`src/hdl/wdts_pkg.sv`:
```
// Constants, register map and mode encoding for the sleep-aware watchdog.
// Assumes a single 40 MHz core clock and an APB master on the same clock.

package wdts_pkg;

  // ****************************************************************
  // Timing
  // ****************************************************************
  localparam int unsigned CLK_HZ       = 40_000_000;
  localparam int unsigned OSC_HZ       = 31_000;
  localparam int unsigned BASE_US      = 1_000;
  localparam int unsigned OSC_DIV      = CLK_HZ / OSC_HZ;
  localparam int unsigned BASE_TICKS   = (OSC_HZ * BASE_US) / 1_000_000;
  localparam int unsigned OSC_DIV_W    = 11;
  localparam int unsigned BASE_W       = 5;

  // ****************************************************************
  // Period selection
  // ****************************************************************
  localparam int unsigned PS_W         = 5;
  localparam int unsigned PS_MAX       = 18;
  localparam int unsigned CNT_W        = 19;
  localparam logic [4:0]  PS_RESET     = 5'h0b;

  // ****************************************************************
  // Register map
  // ****************************************************************
  localparam int unsigned ADDR_W       = 12;
  localparam logic [11:0] ADDR_CTRL    = 12'h000;
  localparam logic [11:0] ADDR_STATUS  = 12'h004;
  localparam logic [11:0] ADDR_MASK    = 12'h008;
  localparam logic [11:0] ADDR_STATE   = 12'h00c;
  localparam int unsigned CTRL_EN_BIT  = 0;
  localparam int unsigned CTRL_PS_LSB  = 1;
  localparam int unsigned STAT_TO_BIT  = 0;
  localparam int unsigned STAT_PD_BIT  = 1;
  localparam int unsigned STAT_W       = 2;
  localparam int unsigned STATE_ACT_BIT = 24;

  // ****************************************************************
  // Watchdog mode configuration
  // ****************************************************************
  typedef enum logic [1:0] {
    WDTS_MODE_OFF   = 2'b00,
    WDTS_MODE_SW    = 2'b01,
    WDTS_MODE_AWAKE = 2'b10,
    WDTS_MODE_ON    = 2'b11
  } wdts_mode_type;

endpackage

```
`src/hdl/wdts_top.sv`:
```
// Sleep-aware watchdog timer with APB register access and one interrupt.
// Assumes core control inputs come from logic on core_clk, so they are not
// synchronised; the APB master runs on the same clock.

`timescale 1ns/1ps
`default_nettype none

module wdts_top (
  input  wire logic                          core_clk,
  input  wire logic                          rstn,
  input  wire logic [wdts_pkg::ADDR_W-1:0]   paddr,
  input  wire logic                          psel,
  input  wire logic                          penable,
  input  wire logic                          pwrite,
  input  wire logic [31:0]                   pwdata,
  output var  logic [31:0]                   prdata,
  output var  logic                          pready,
  output var  logic                          pslverr,
  input  wire logic [1:0]                    watchdog_mode_config,
  input  wire logic                          core_reset,
  input  wire logic                          clear_watchdog_instruction,
  input  wire logic                          sleep_mode,
  input  wire logic                          osc_fail,
  input  wire logic                          ost_running,
  output var  logic                          device_reset_req,
  output var  logic                          wake_req,
  output var  logic                          irq,
  output var  logic                          watchdog_active
);

  // ****************************************************************
  // Declarations
  // ****************************************************************
  logic [31:0]                       prdata_q,  prdata_d;
  logic                              pready_q,  pready_d;
  logic                              pslverr_q, pslverr_d;
  logic                              wr_en;
  logic                              addr_ok;

  logic                              swen_q,    swen_d;
  logic [wdts_pkg::PS_W-1:0]         ps_q,      ps_d;
  logic [wdts_pkg::STAT_W-1:0]       stat_q,    stat_d;
  logic [wdts_pkg::STAT_W-1:0]       mask_q,    mask_d;
  logic                              irq_q,     irq_d;
  logic [wdts_pkg::STAT_W-1:0]       stat_set;

  logic [wdts_pkg::OSC_DIV_W-1:0]    osc_cnt_q, osc_cnt_d;
  logic [wdts_pkg::BASE_W-1:0]       base_cnt_q, base_cnt_d;
  logic [wdts_pkg::CNT_W-1:0]        ms_cnt_q,  ms_cnt_d;
  logic                              sleep_q,   sleep_d;
  logic                              active_q,  active_d;
  logic                              rst_req_q, rst_req_d;
  logic                              wake_q,    wake_d;
  logic                              active;
  logic                              wdt_clear;
  logic                              osc_tick;
  logic                              base_tick;
  logic                              expire;
  logic [wdts_pkg::PS_W-1:0]         ps_eff;
  logic [wdts_pkg::CNT_W-1:0]        limit;
  wdts_pkg::wdts_mode_type           mode;

  localparam logic [wdts_pkg::OSC_DIV_W-1:0] OSC_LAST =
    wdts_pkg::OSC_DIV_W'(wdts_pkg::OSC_DIV - 1);
  localparam logic [wdts_pkg::BASE_W-1:0] BASE_LAST =
    wdts_pkg::BASE_W'(wdts_pkg::BASE_TICKS - 1);
  localparam logic [wdts_pkg::PS_W-1:0] PS_TOP = wdts_pkg::PS_W'(wdts_pkg::PS_MAX);
  localparam logic [wdts_pkg::OSC_DIV_W-1:0] OSC_DIV_ONE = wdts_pkg::OSC_DIV_W'(1);
  localparam logic [wdts_pkg::BASE_W-1:0]    BASE_ONE    = wdts_pkg::BASE_W'(1);
  localparam logic [wdts_pkg::CNT_W-1:0]     CNT_ONE     = wdts_pkg::CNT_W'(1);

  // ****************************************************************
  // APB slave
  // ****************************************************************

  // Decode and write strobe; a transfer completes on the second access cycle
  assign addr_ok = (paddr == wdts_pkg::ADDR_CTRL)   || (paddr == wdts_pkg::ADDR_STATUS) ||
                   (paddr == wdts_pkg::ADDR_MASK)   || (paddr == wdts_pkg::ADDR_STATE);
  assign wr_en   = psel && penable && pwrite && pready_q && addr_ok;

  // Next answer: ready one cycle into the access phase, read data captured then
  always_comb begin
    pready_d  = psel && penable && !pready_q;
    pslverr_d = 1'b0;
    prdata_d  = prdata_q;
    if (pready_d) begin
      pslverr_d = !addr_ok;
      prdata_d  = 32'h0000_0000;
      if (!pwrite) begin
        unique case (paddr)
          wdts_pkg::ADDR_CTRL: begin
            prdata_d[wdts_pkg::CTRL_EN_BIT] = swen_q;
            prdata_d[wdts_pkg::CTRL_PS_LSB +: wdts_pkg::PS_W] = ps_q;
          end
          wdts_pkg::ADDR_STATUS: begin
            prdata_d[wdts_pkg::STAT_W-1:0] = stat_q;
          end
          wdts_pkg::ADDR_MASK: begin
            prdata_d[wdts_pkg::STAT_W-1:0] = mask_q;
          end
          wdts_pkg::ADDR_STATE: begin
            prdata_d[wdts_pkg::CNT_W-1:0]       = ms_cnt_q;
            prdata_d[wdts_pkg::STATE_ACT_BIT]   = active_q;
          end
          default: begin
            prdata_d = 32'h0000_0000;
          end
        endcase
      end
    end
  end

  // Bus answer registers
  always_ff @(posedge core_clk or negedge rstn) begin
    if (!rstn) begin
      prdata_q  <= 32'h0000_0000;
      pready_q  <= 1'b0;
      pslverr_q <= 1'b0;
    end else begin
      prdata_q  <= prdata_d;
      pready_q  <= pready_d;
      pslverr_q <= pslverr_d;
    end
  end

  // ****************************************************************
  // Control, status and mask registers
  // ****************************************************************

  // Events that set sticky status bits
  always_comb begin
    stat_set = '0;
    stat_set[wdts_pkg::STAT_TO_BIT] = expire;
    stat_set[wdts_pkg::STAT_PD_BIT] = expire && sleep_mode;
  end

  // Register next values; status clears by writing one, a new event wins
  always_comb begin
    swen_d = swen_q;
    ps_d   = ps_q;
    mask_d = mask_q;
    stat_d = stat_q;
    if (wr_en && (paddr == wdts_pkg::ADDR_CTRL)) begin
      swen_d = pwdata[wdts_pkg::CTRL_EN_BIT];
      ps_d   = pwdata[wdts_pkg::CTRL_PS_LSB +: wdts_pkg::PS_W];
    end
    if (wr_en && (paddr == wdts_pkg::ADDR_MASK)) begin
      mask_d = pwdata[wdts_pkg::STAT_W-1:0];
    end
    if (wr_en && (paddr == wdts_pkg::ADDR_STATUS)) begin
      stat_d = stat_q & ~pwdata[wdts_pkg::STAT_W-1:0];
    end
    stat_d = stat_d | stat_set;
    if (core_reset) begin
      ps_d   = wdts_pkg::PS_RESET;
      swen_d = 1'b0;
    end
    irq_d = |(stat_d & mask_d);
  end

  // Register storage; status survives a core reset so the cause stays visible
  always_ff @(posedge core_clk or negedge rstn) begin
    if (!rstn) begin
      swen_q <= 1'b0;
      ps_q   <= wdts_pkg::PS_RESET;
      mask_q <= '0;
      stat_q <= '0;
      irq_q  <= 1'b0;
    end else begin
      swen_q <= swen_d;
      ps_q   <= ps_d;
      mask_q <= mask_d;
      stat_q <= stat_d;
      irq_q  <= irq_d;
    end
  end

  // ****************************************************************
  // Watchdog timer
  // ****************************************************************

  // Mode decode: whether the watchdog runs in the present state
  always_comb begin
    mode = wdts_pkg::wdts_mode_type'(watchdog_mode_config);
    unique case (mode)
      wdts_pkg::WDTS_MODE_ON:    active = 1'b1;
      wdts_pkg::WDTS_MODE_AWAKE: active = !sleep_mode;
      wdts_pkg::WDTS_MODE_SW:    active = swen_q;
      wdts_pkg::WDTS_MODE_OFF:   active = 1'b0;
    endcase
  end

  // Period limit; reserved selections above the top code saturate at 2^18 ms (about 262 s)
  assign ps_eff = (ps_q > PS_TOP) ? PS_TOP : ps_q;
  assign limit  = (wdts_pkg::CNT_W'(1) << ps_eff) - wdts_pkg::CNT_W'(1);

  // Clearing conditions; both edges of the sleep state and ost_running clear the chain below
  assign wdt_clear = core_reset || clear_watchdog_instruction || osc_fail ||
                     !active;
  assign osc_tick  = (osc_cnt_q == OSC_LAST);
  assign base_tick = osc_tick && (base_cnt_q == BASE_LAST);

  // Counter chain: core clock to 31 kHz, to 1 ms, to the period
  always_comb begin
    sleep_d    = sleep_mode;
    active_d   = active;
    osc_cnt_d  = osc_cnt_q;
    base_cnt_d = base_cnt_q;
    ms_cnt_d   = ms_cnt_q;
    expire     = 1'b0;
    rst_req_d  = 1'b0;
    wake_d     = 1'b0;
    if (wdt_clear || (sleep_mode != sleep_q) || ost_running) begin
      osc_cnt_d  = '0;
      base_cnt_d = '0;
      ms_cnt_d   = '0;
    end else begin
      osc_cnt_d = osc_tick ? '0 : osc_cnt_q + OSC_DIV_ONE;
      if (osc_tick) begin
        base_cnt_d = (base_cnt_q == BASE_LAST) ? '0 : base_cnt_q + BASE_ONE;
      end
      if (base_tick) begin
        if (ms_cnt_q == limit) begin
          expire   = 1'b1;
          ms_cnt_d = '0;
        end else begin
          ms_cnt_d = ms_cnt_q + CNT_ONE;
        end
      end
    end
    if (expire) begin
      wake_d    = sleep_mode;
      rst_req_d = !sleep_mode;
    end
  end

  // Timer state and one-cycle request pulses
  always_ff @(posedge core_clk or negedge rstn) begin
    if (!rstn) begin
      sleep_q    <= 1'b0;
      active_q   <= 1'b0;
      osc_cnt_q  <= '0;
      base_cnt_q <= '0;
      ms_cnt_q   <= '0;
      rst_req_q  <= 1'b0;
      wake_q     <= 1'b0;
    end else begin
      sleep_q    <= sleep_d;
      active_q   <= active_d;
      osc_cnt_q  <= osc_cnt_d;
      base_cnt_q <= base_cnt_d;
      ms_cnt_q   <= ms_cnt_d;
      rst_req_q  <= rst_req_d;
      wake_q     <= wake_d;
    end
  end

  // ****************************************************************
  // Outputs
  // ****************************************************************

  // All outputs straight from flip-flops
  assign prdata           = prdata_q;
  assign pready           = pready_q;
  assign pslverr          = pslverr_q;
  assign device_reset_req = rst_req_q;
  assign wake_req         = wake_q;
  assign irq              = irq_q;
  assign watchdog_active  = active_q;

endmodule // wdts_top

`default_nettype wire

```
`config.mk`:
```
export PLATFORM = sky130hd
export DESIGN_NAME = wdts_top
export DESIGN_NICKNAME = d
export VERILOG_FILES = /design/src/hdl/wdts_pkg.sv /design/src/hdl/wdts_top.sv
export SDC_FILE = /design/constraint.sdc
export NUM_CORES = 1
export LEC_CHECK = 0
export ABC_AREA = 1
export BUFFER_PORTS_ARGS = -buffer_cell sky130_fd_sc_hd__buf_4
export CORE_MARGIN = 10
export CORE_UTILIZATION = 36
export CTS_CLUSTER_DIAMETER = 40
export DETAILED_ROUTE_END_ITERATION = 12
export PLACE_DENSITY = 0.64
export REMOVE_ABC_BUFFERS = 1
export SETUP_SLACK_MARGIN = 0.4
export SLEW_MARGIN = 40
export SYNTH_ARGS = -nofsm -noshare
export SYNTH_HDL_FRONTEND = slang
export SYNTH_SLANG_ARGS = --single-unit
```
`constraint.sdc`:
```
create_clock -name core_clk -period 2.7 [get_ports core_clk]
set_clock_uncertainty 0.2 [all_clocks]
set_input_delay 0.135 -clock core_clk [delete_from_list [all_inputs] [get_ports core_clk]]
set_output_delay 0.135 -clock core_clk [all_outputs]
set_load 0.005 [all_outputs]
```
-- After elaboration in Yosys (flattened, before gate mapping)
Cells that the tools add are included.
- register bits after elaboration: 84
- output and inout bits: 38
- add/subtract/negate cells: 4
- magnitude comparators: 1
- equal/unequal tests: 10
- shifts and indexed selects: 1
- mux-type cells: 27
- bitwise operators: 4
- reduce and logical (&&, ||, !) cells: 28
- operators by type and width (cell ; number):
    $mux 19 ; 3
    $mux 5 ; 6
    $mux 25 ; 1
    $eq 12x4->1 const B ; 2
    $mux 11 ; 2
    $add 19x1->19 const B ; 1
    $eq 19x19->1 ; 1
    $shl 1x5->19 const A ; 1
    $sub 19x2->19 const B ; 1
    $mux 13 ; 1
    $eq 12x3->1 const B ; 1
    $logic_not 12->1 ; 1
    $add 11x1->11 const B ; 1
    $eq 11x11->1 const B ; 1
    $logic_and 1x1->1 ; 10
    $mux 1 ; 9
    $logic_or 1x1->1 ; 8
    $pmux 2 s4 ; 1
    $pmux 4 s2 ; 1
    $reduce_bool 2->1 ; 3
    $add 5x1->5 const B ; 1
    $eq 5x5->1 const B ; 1
    $gt 5x5->1 const B ; 1
    $and 2x2->2 ; 2
    10 further kinds ; 15

-- Depth between registers and ports, before layout
- word-level depth: 12
- mapped depth: 23
- depth with buffers taken out: 22

-- Worst setup path before layout
No wires, ideal clock.
- kind: register -> register
- from: register ps_q[3] (netlist bit)
- to: register ms_cnt_q[1] (netlist bit)
- arrival: 2.575 ns
- slack: -0.205 ns
- cell stages (with the launch flop): 24
- path buffers: 2
- clock period less this slack: 2.905 ns
- path through: dfstp_2 > buf_6 > nor2_1 > nand2_1 > nand2_4 > nand4_2 > nor2_1 > inv_1 > ha_1 > nand2_2 > nor2_4 > inv_2 > nor2_4 > nand2_1 > nand2_1 > nand2_1 > a21o_1 > nor2_1 > nand2_1 > nor2_4 > inv_2 > buf_6 > nand3_2 > o21ai_1
- cells in the longest elaborated chain, start to end: 8
- ends and longest elaborated chain (element ; RTL line ; text):
    start, declared ; wdts_top.sv:41 ; logic [wdts_pkg::PS_W-1:0] ps_q, ps_d;
    start signal, assigned ; wdts_top.sv:165 ; ps_q <= wdts_pkg::PS_RESET;
    start signal, assigned ; wdts_top.sv:171 ; ps_q <= ps_d;
    $gt 5x5->1 ; wdts_top.sv:194 ; assign ps_eff = (ps_q > PS_TOP) ? PS_TOP : ps_q;
    $mux 5 (*) ; wdts_top.sv:194 ;
    $shl 1x5->19 (*) ; wdts_top.sv:195 ; assign limit = (wdts_pkg::CNT_W'(1) << ps_eff) - wdts_pkg::CNT_W'(1);
    $sub 19x2->19 (*) ; wdts_top.sv:195 ;
    $eq 19x19->1 (*) ; wdts_top.sv:223 ; if (ms_cnt_q == limit) begin
    $mux 19 (*) ; wdts_top.sv:223 ;
    $mux 19 (*) ; wdts_top.sv:222 ; if (base_tick) begin
    $mux 19 (*) ; wdts_top.sv:213 ; if (wdt_clear || (sleep_mode != sleep_q) || ost_running) begin
    end signal, assigned ; wdts_top.sv:252 ; ms_cnt_q <= ms_cnt_d;
    end, declared ; wdts_top.sv:49 ; logic [wdts_pkg::CNT_W-1:0] ms_cnt_q, ms_cnt_d;
Mark *: on every way between the ends. The rest lies on a longest branch, timed or not. The select of a mux whose other input is x is not followed.
A chain may end at the register's enable or synchronous reset.

-- Worst setup path after layout
- from: register ps_q[0] (netlist bit)
- to: register irq_q, in the netlist irq
- cells in the longest elaborated chain, start to end: 12
- ends and longest elaborated chain (element ; RTL line ; text):
    $gt 5x5->1 ; wdts_top.sv:194 ;
    $mux 5 (*) ; wdts_top.sv:194 ;
    $shl 1x5->19 (*) ; wdts_top.sv:195 ;
    $sub 19x2->19 (*) ; wdts_top.sv:195 ;
    $eq 19x19->1 (*) ; wdts_top.sv:223 ;
    $mux 1 (*) ; wdts_top.sv:223 ;
    $mux 1 (*) ; wdts_top.sv:222 ;
    $mux 1 (*) ; wdts_top.sv:213 ;
    $logic_and 1x1->1 (*) ; wdts_top.sv:134 ; stat_set[wdts_pkg::STAT_PD_BIT] = expire && sleep_mode;
    $or 2x2->2 (*) ; wdts_top.sv:153 ; stat_d = stat_d | stat_set;
    net stat_d (one bit) ; wdts_top.sv:42 ; logic [wdts_pkg::STAT_W-1:0] stat_q, stat_d;
    $and 2x2->2 (*) ; wdts_top.sv:158 ; irq_d = |(stat_d & mask_d);
    $reduce_or 2->1 (*) ; wdts_top.sv:158 ;
    net irq_d ; wdts_top.sv:44 ; logic irq_q, irq_d;
    end signal, assigned ; wdts_top.sv:174 ; irq_q <= irq_d;
    end, declared ; wdts_top.sv:44 ;
Mark *: on every way through the listed nets, which the timed path passes. The rest lies on a longest branch.

==> out/qor.yml <==
finish:
  syn2layout_area_growth_pct: 35.1
  finish.instance_area_sq_mm: 0.00615
  layout_common_cells: "nand2_1 (126), buf_4 (115), dfrtp_1 (69)"
  antennaDiodeCount: 0
  fin_nets: 795
  layout_commonest_cell: "nand2_1"
  nFillCells: 1229
  multiInputGateArea_sq_mm: 0.00250
  drive_gt1_share_pct: 26.9
  seq_area_sq_mm: 0.00181
yosys:
  synth_compound_area_share_pct: 12.1
  ys_seq_area_share_pct: 39.7
  async_flop_share_pct: 100
  muxShareOfSynthArea_pct: 0
  syn_inst: 607
  synthAdderAreaFrac_pct: 1.65
  synth_top_area_share_pct: 37.9
  synth_edf_count: 0
  synth_simple_gate_area_share_pct: 31.3
  synth_area_sq_mm: 0.00455
  synth_area_leader_cell: "dfrtp_1"
  synthDistinctLibCells: 47
  synth.area.top_cells: "dfrtp_1 (38%), nand2_1 (11%), nor2_1 (5.9%)"
  ys.warnings.count: 0
  ys_ff_latch: 72
  synth_top_family_by_area: "simple AND/OR/NAND/NOR gates"
  synth_ff_type: "dfrtp_1"
  syn_area_per_cell_sq_um: 7.50
  synthXorXnorAreaFrac_pct: 5.00
routing:
  wire_per_inst_microns: 14.8
  firstDrtPassIters: 5
  wirelength_microns: 13400
  drc_errors: 0
  drtAntennaViolNets: 0
  via_count: 4574
  detail_route.iter0.violations: 323
  viasPerCell: 5.04
clock_network:
  cts.sinks: 72
  htree_num_levels: 3
  clock_path_buffers: 2
  cts_made_buffers: 9
  cts_tree: "done"
  cts_root_buf: "clkbuf_16"
  cts.clk_slew.worst_paths_ps: 60
  insertion_delay_ps: 340
sta:
  grt_setup_unrepaired: "true"
  finalHoldViolations: 0
  min_period_ps: 2810
  final_max_slew_viol_count: 0
  setup_violations: 21
  worst_slew_pin_slew_ps: 689
  max_freq_ghz: 0.355
  period_share_pct: 104
  setup_slack_ps: -115
  tns_ps: -1640
  relSlewSlack_pct: 54.1
setup_path:
  rrSetupSlack_ps: -110
  r2r_end: "irq$_DFF_PN0_"
  worstSetupStartpoint: "ps_q[0]$_DFFE_PN1P_"
  start_kind: "flop"
  crit_path_end: "irq$_DFF_PN0_"
  crit_path_end_kind: "flop"
  cp.required_ps: 2780
  arrival_ps: 2890
  r2r_start: "ps_q[0]$_DFFE_PN1P_"
  path_class: "flop to flop"
  crit_fanout: 4
  reg2reg_depth: 22
global_route:
  grt_pass1_vias: 4584
  use_met2_pct: 25.3
  grt_max_degree: 73
  overflow: 0
  grt_pass1_wl_microns: 22600
  grtUsageMet1_pct: 18.8
  top_usage_layer: "met2"
  antenna_found_initial: 0
  gr-usage-all-layers_pct: 15.3
  globalRouteMet3Util_pct: 4.73
worst_hold_path:
  min_delay_path_depth: 5
  hold_class: "primary input to flop"
placed_design:
  hpwl_microns: 9870
  place_congestion: 0.924
  place_area_sq_mm: 0.00540
  io_buffer_count: 55
power_and_ir_drop:
  leakage_nw: 2.87
  power_w: 0.00233
  vdd_drop_max_uv: 450
  power_per_cell_area_mw_per_mm2: 379
floorplan:
  start_util_pct: 36.4
  dieHeight_microns: 132
  ioPinCount: 94
  core_sq_mm: 0.0125
  die_w_microns: 132
  row_count: 41
  die-area_sq_mm: 0.0175
run_status:
  violations: "setup timing"
  status: "complete, but fails checks"
run:
  maxCapViolations: 0
## cells by family (layout without fill, tap and decap cells)
group,count (synthesis),in the layout
and+or+nand+nor,307,307
buffers and inverters,105,223
AOI/OAI and AO/OA,90,90
DFF,72,72
xor gates and xnor gates,26,26
adders and majority gates,6,6
other,1,12
## cells in the mapped netlist (10+ instances only)
| cell | count |
|---|---|
| nand2_1 | 136 |
| nor2_1 | 71 |
| dfrtp_1 | 69 |
| inv_1 | 68 |
| nand3_1 | 40 |
| o21ai_0 | 29 |
| xor2_1 | 25 |
| nand4_1 | 18 |
| a21oi_1 | 14 |
| buf_4 | 13 |
| nor3_1 | 12 |
| o31ai_1 | 12 |
| o22ai_1 | 10 |
## worst max-delay path, cell delays in order (launching register included)
cell and delay (ps):
dfstp_2 560, nand2_2 60, nand2_2 70, nand2_4 70, nand3_4 80, nor2_4 40, nand2_2 80, ha_4 150
nand2_4 50, nor2_4 130, inv_4 60, nor2_4 110, nand2_2 60, nand2_1 60, nand2_1 60, a21o_1 150
nor2_1 90, nand2_1 100, nor2_4 230, nand3_2 130, nand2_2 100, nand2_1 50, nand2_1 70
## how the worst min path moves through the flow
stage | startpoint | endpoint | slack, ps
detailed placement | rstn | stat_q[0]$_DFF_PN0_ | -5
CTS | paddr[2] | pslverr$_DFF_PN0_ | 20
floorplan | rstn | base_cnt_q[0]$_DFFE_PN0P_ | -360
global placement | sleep_mode | sleep_q$_DFF_PN0_ | 100
finish | pwrite | prdata[18]$_DFFE_PN0P_ | 60
global route | pwrite | prdata[18]$_DFFE_PN0P_ | 60
## layout make-up
class	count	area share [%]
timing repair buffer	134	17.2
clock inverter	4	0.773
clock buffer	10	3.72
multi-input combinational	441	40.7
inverter	75	4.70
sequential	72	29.4
tap	172	3.50
## power by group
part           switching [W]  internal (W)  leakage [nW]  total [W]
registers         0.00000195       0.00108         0.991    0.00109
logic              0.0000623     0.0000501          1.74   0.000112
clock network       0.000433      0.000701         0.134    0.00113
total               0.000498       0.00183          2.87    0.00233
## metrics by stage
stage | util, % | setup slack, ps | cells | hold WS (ps)
2_1_floorplan | - | -184 | 588 | -361
3_3_place_gp | 43.1 | -164 | 863 | 102
3_5_place_dp | 43.1 | -208 | 863 | -4.94
4_1_cts | 47.9 | -96.0 | 901 | 22.3
5_1_grt | 49.1 | -301 | 908 | 64.8
6_report | 49.1 | -115 | 908 | 55.8
## layer usage
| layer | share of wire, % | up-vias | wire [microns] |
|---|---|---|---|
| met4 | 1.6 | 0 | 221 |
| met2 | 49 | 133 | 6530 |
| met5 | 0 | - | 0 |
| li1 | - | 2235 | - |
| met1 | 43 | 2187 | 5800 |
| met3 | 6.7 | 19 | 898 |
## flip-flops by register name, summed over array words and instances (netlist names), 2 cells and up
signal      count
base_cnt_q      5
mask_q          2
ms_cnt_q       19
osc_cnt_q      11
prdata         20
ps_q            5
stat_q          2
## repair_timing
item,CTS,global route
pin swaps,11,16
hold buffers,17,0
buffers inserted,7,7
setup endpoints to repair,24,28
hold endpoints to repair,84,0
gates resized for setup,28,22
cloned,0,0
(Power assumes the default switching activity.)
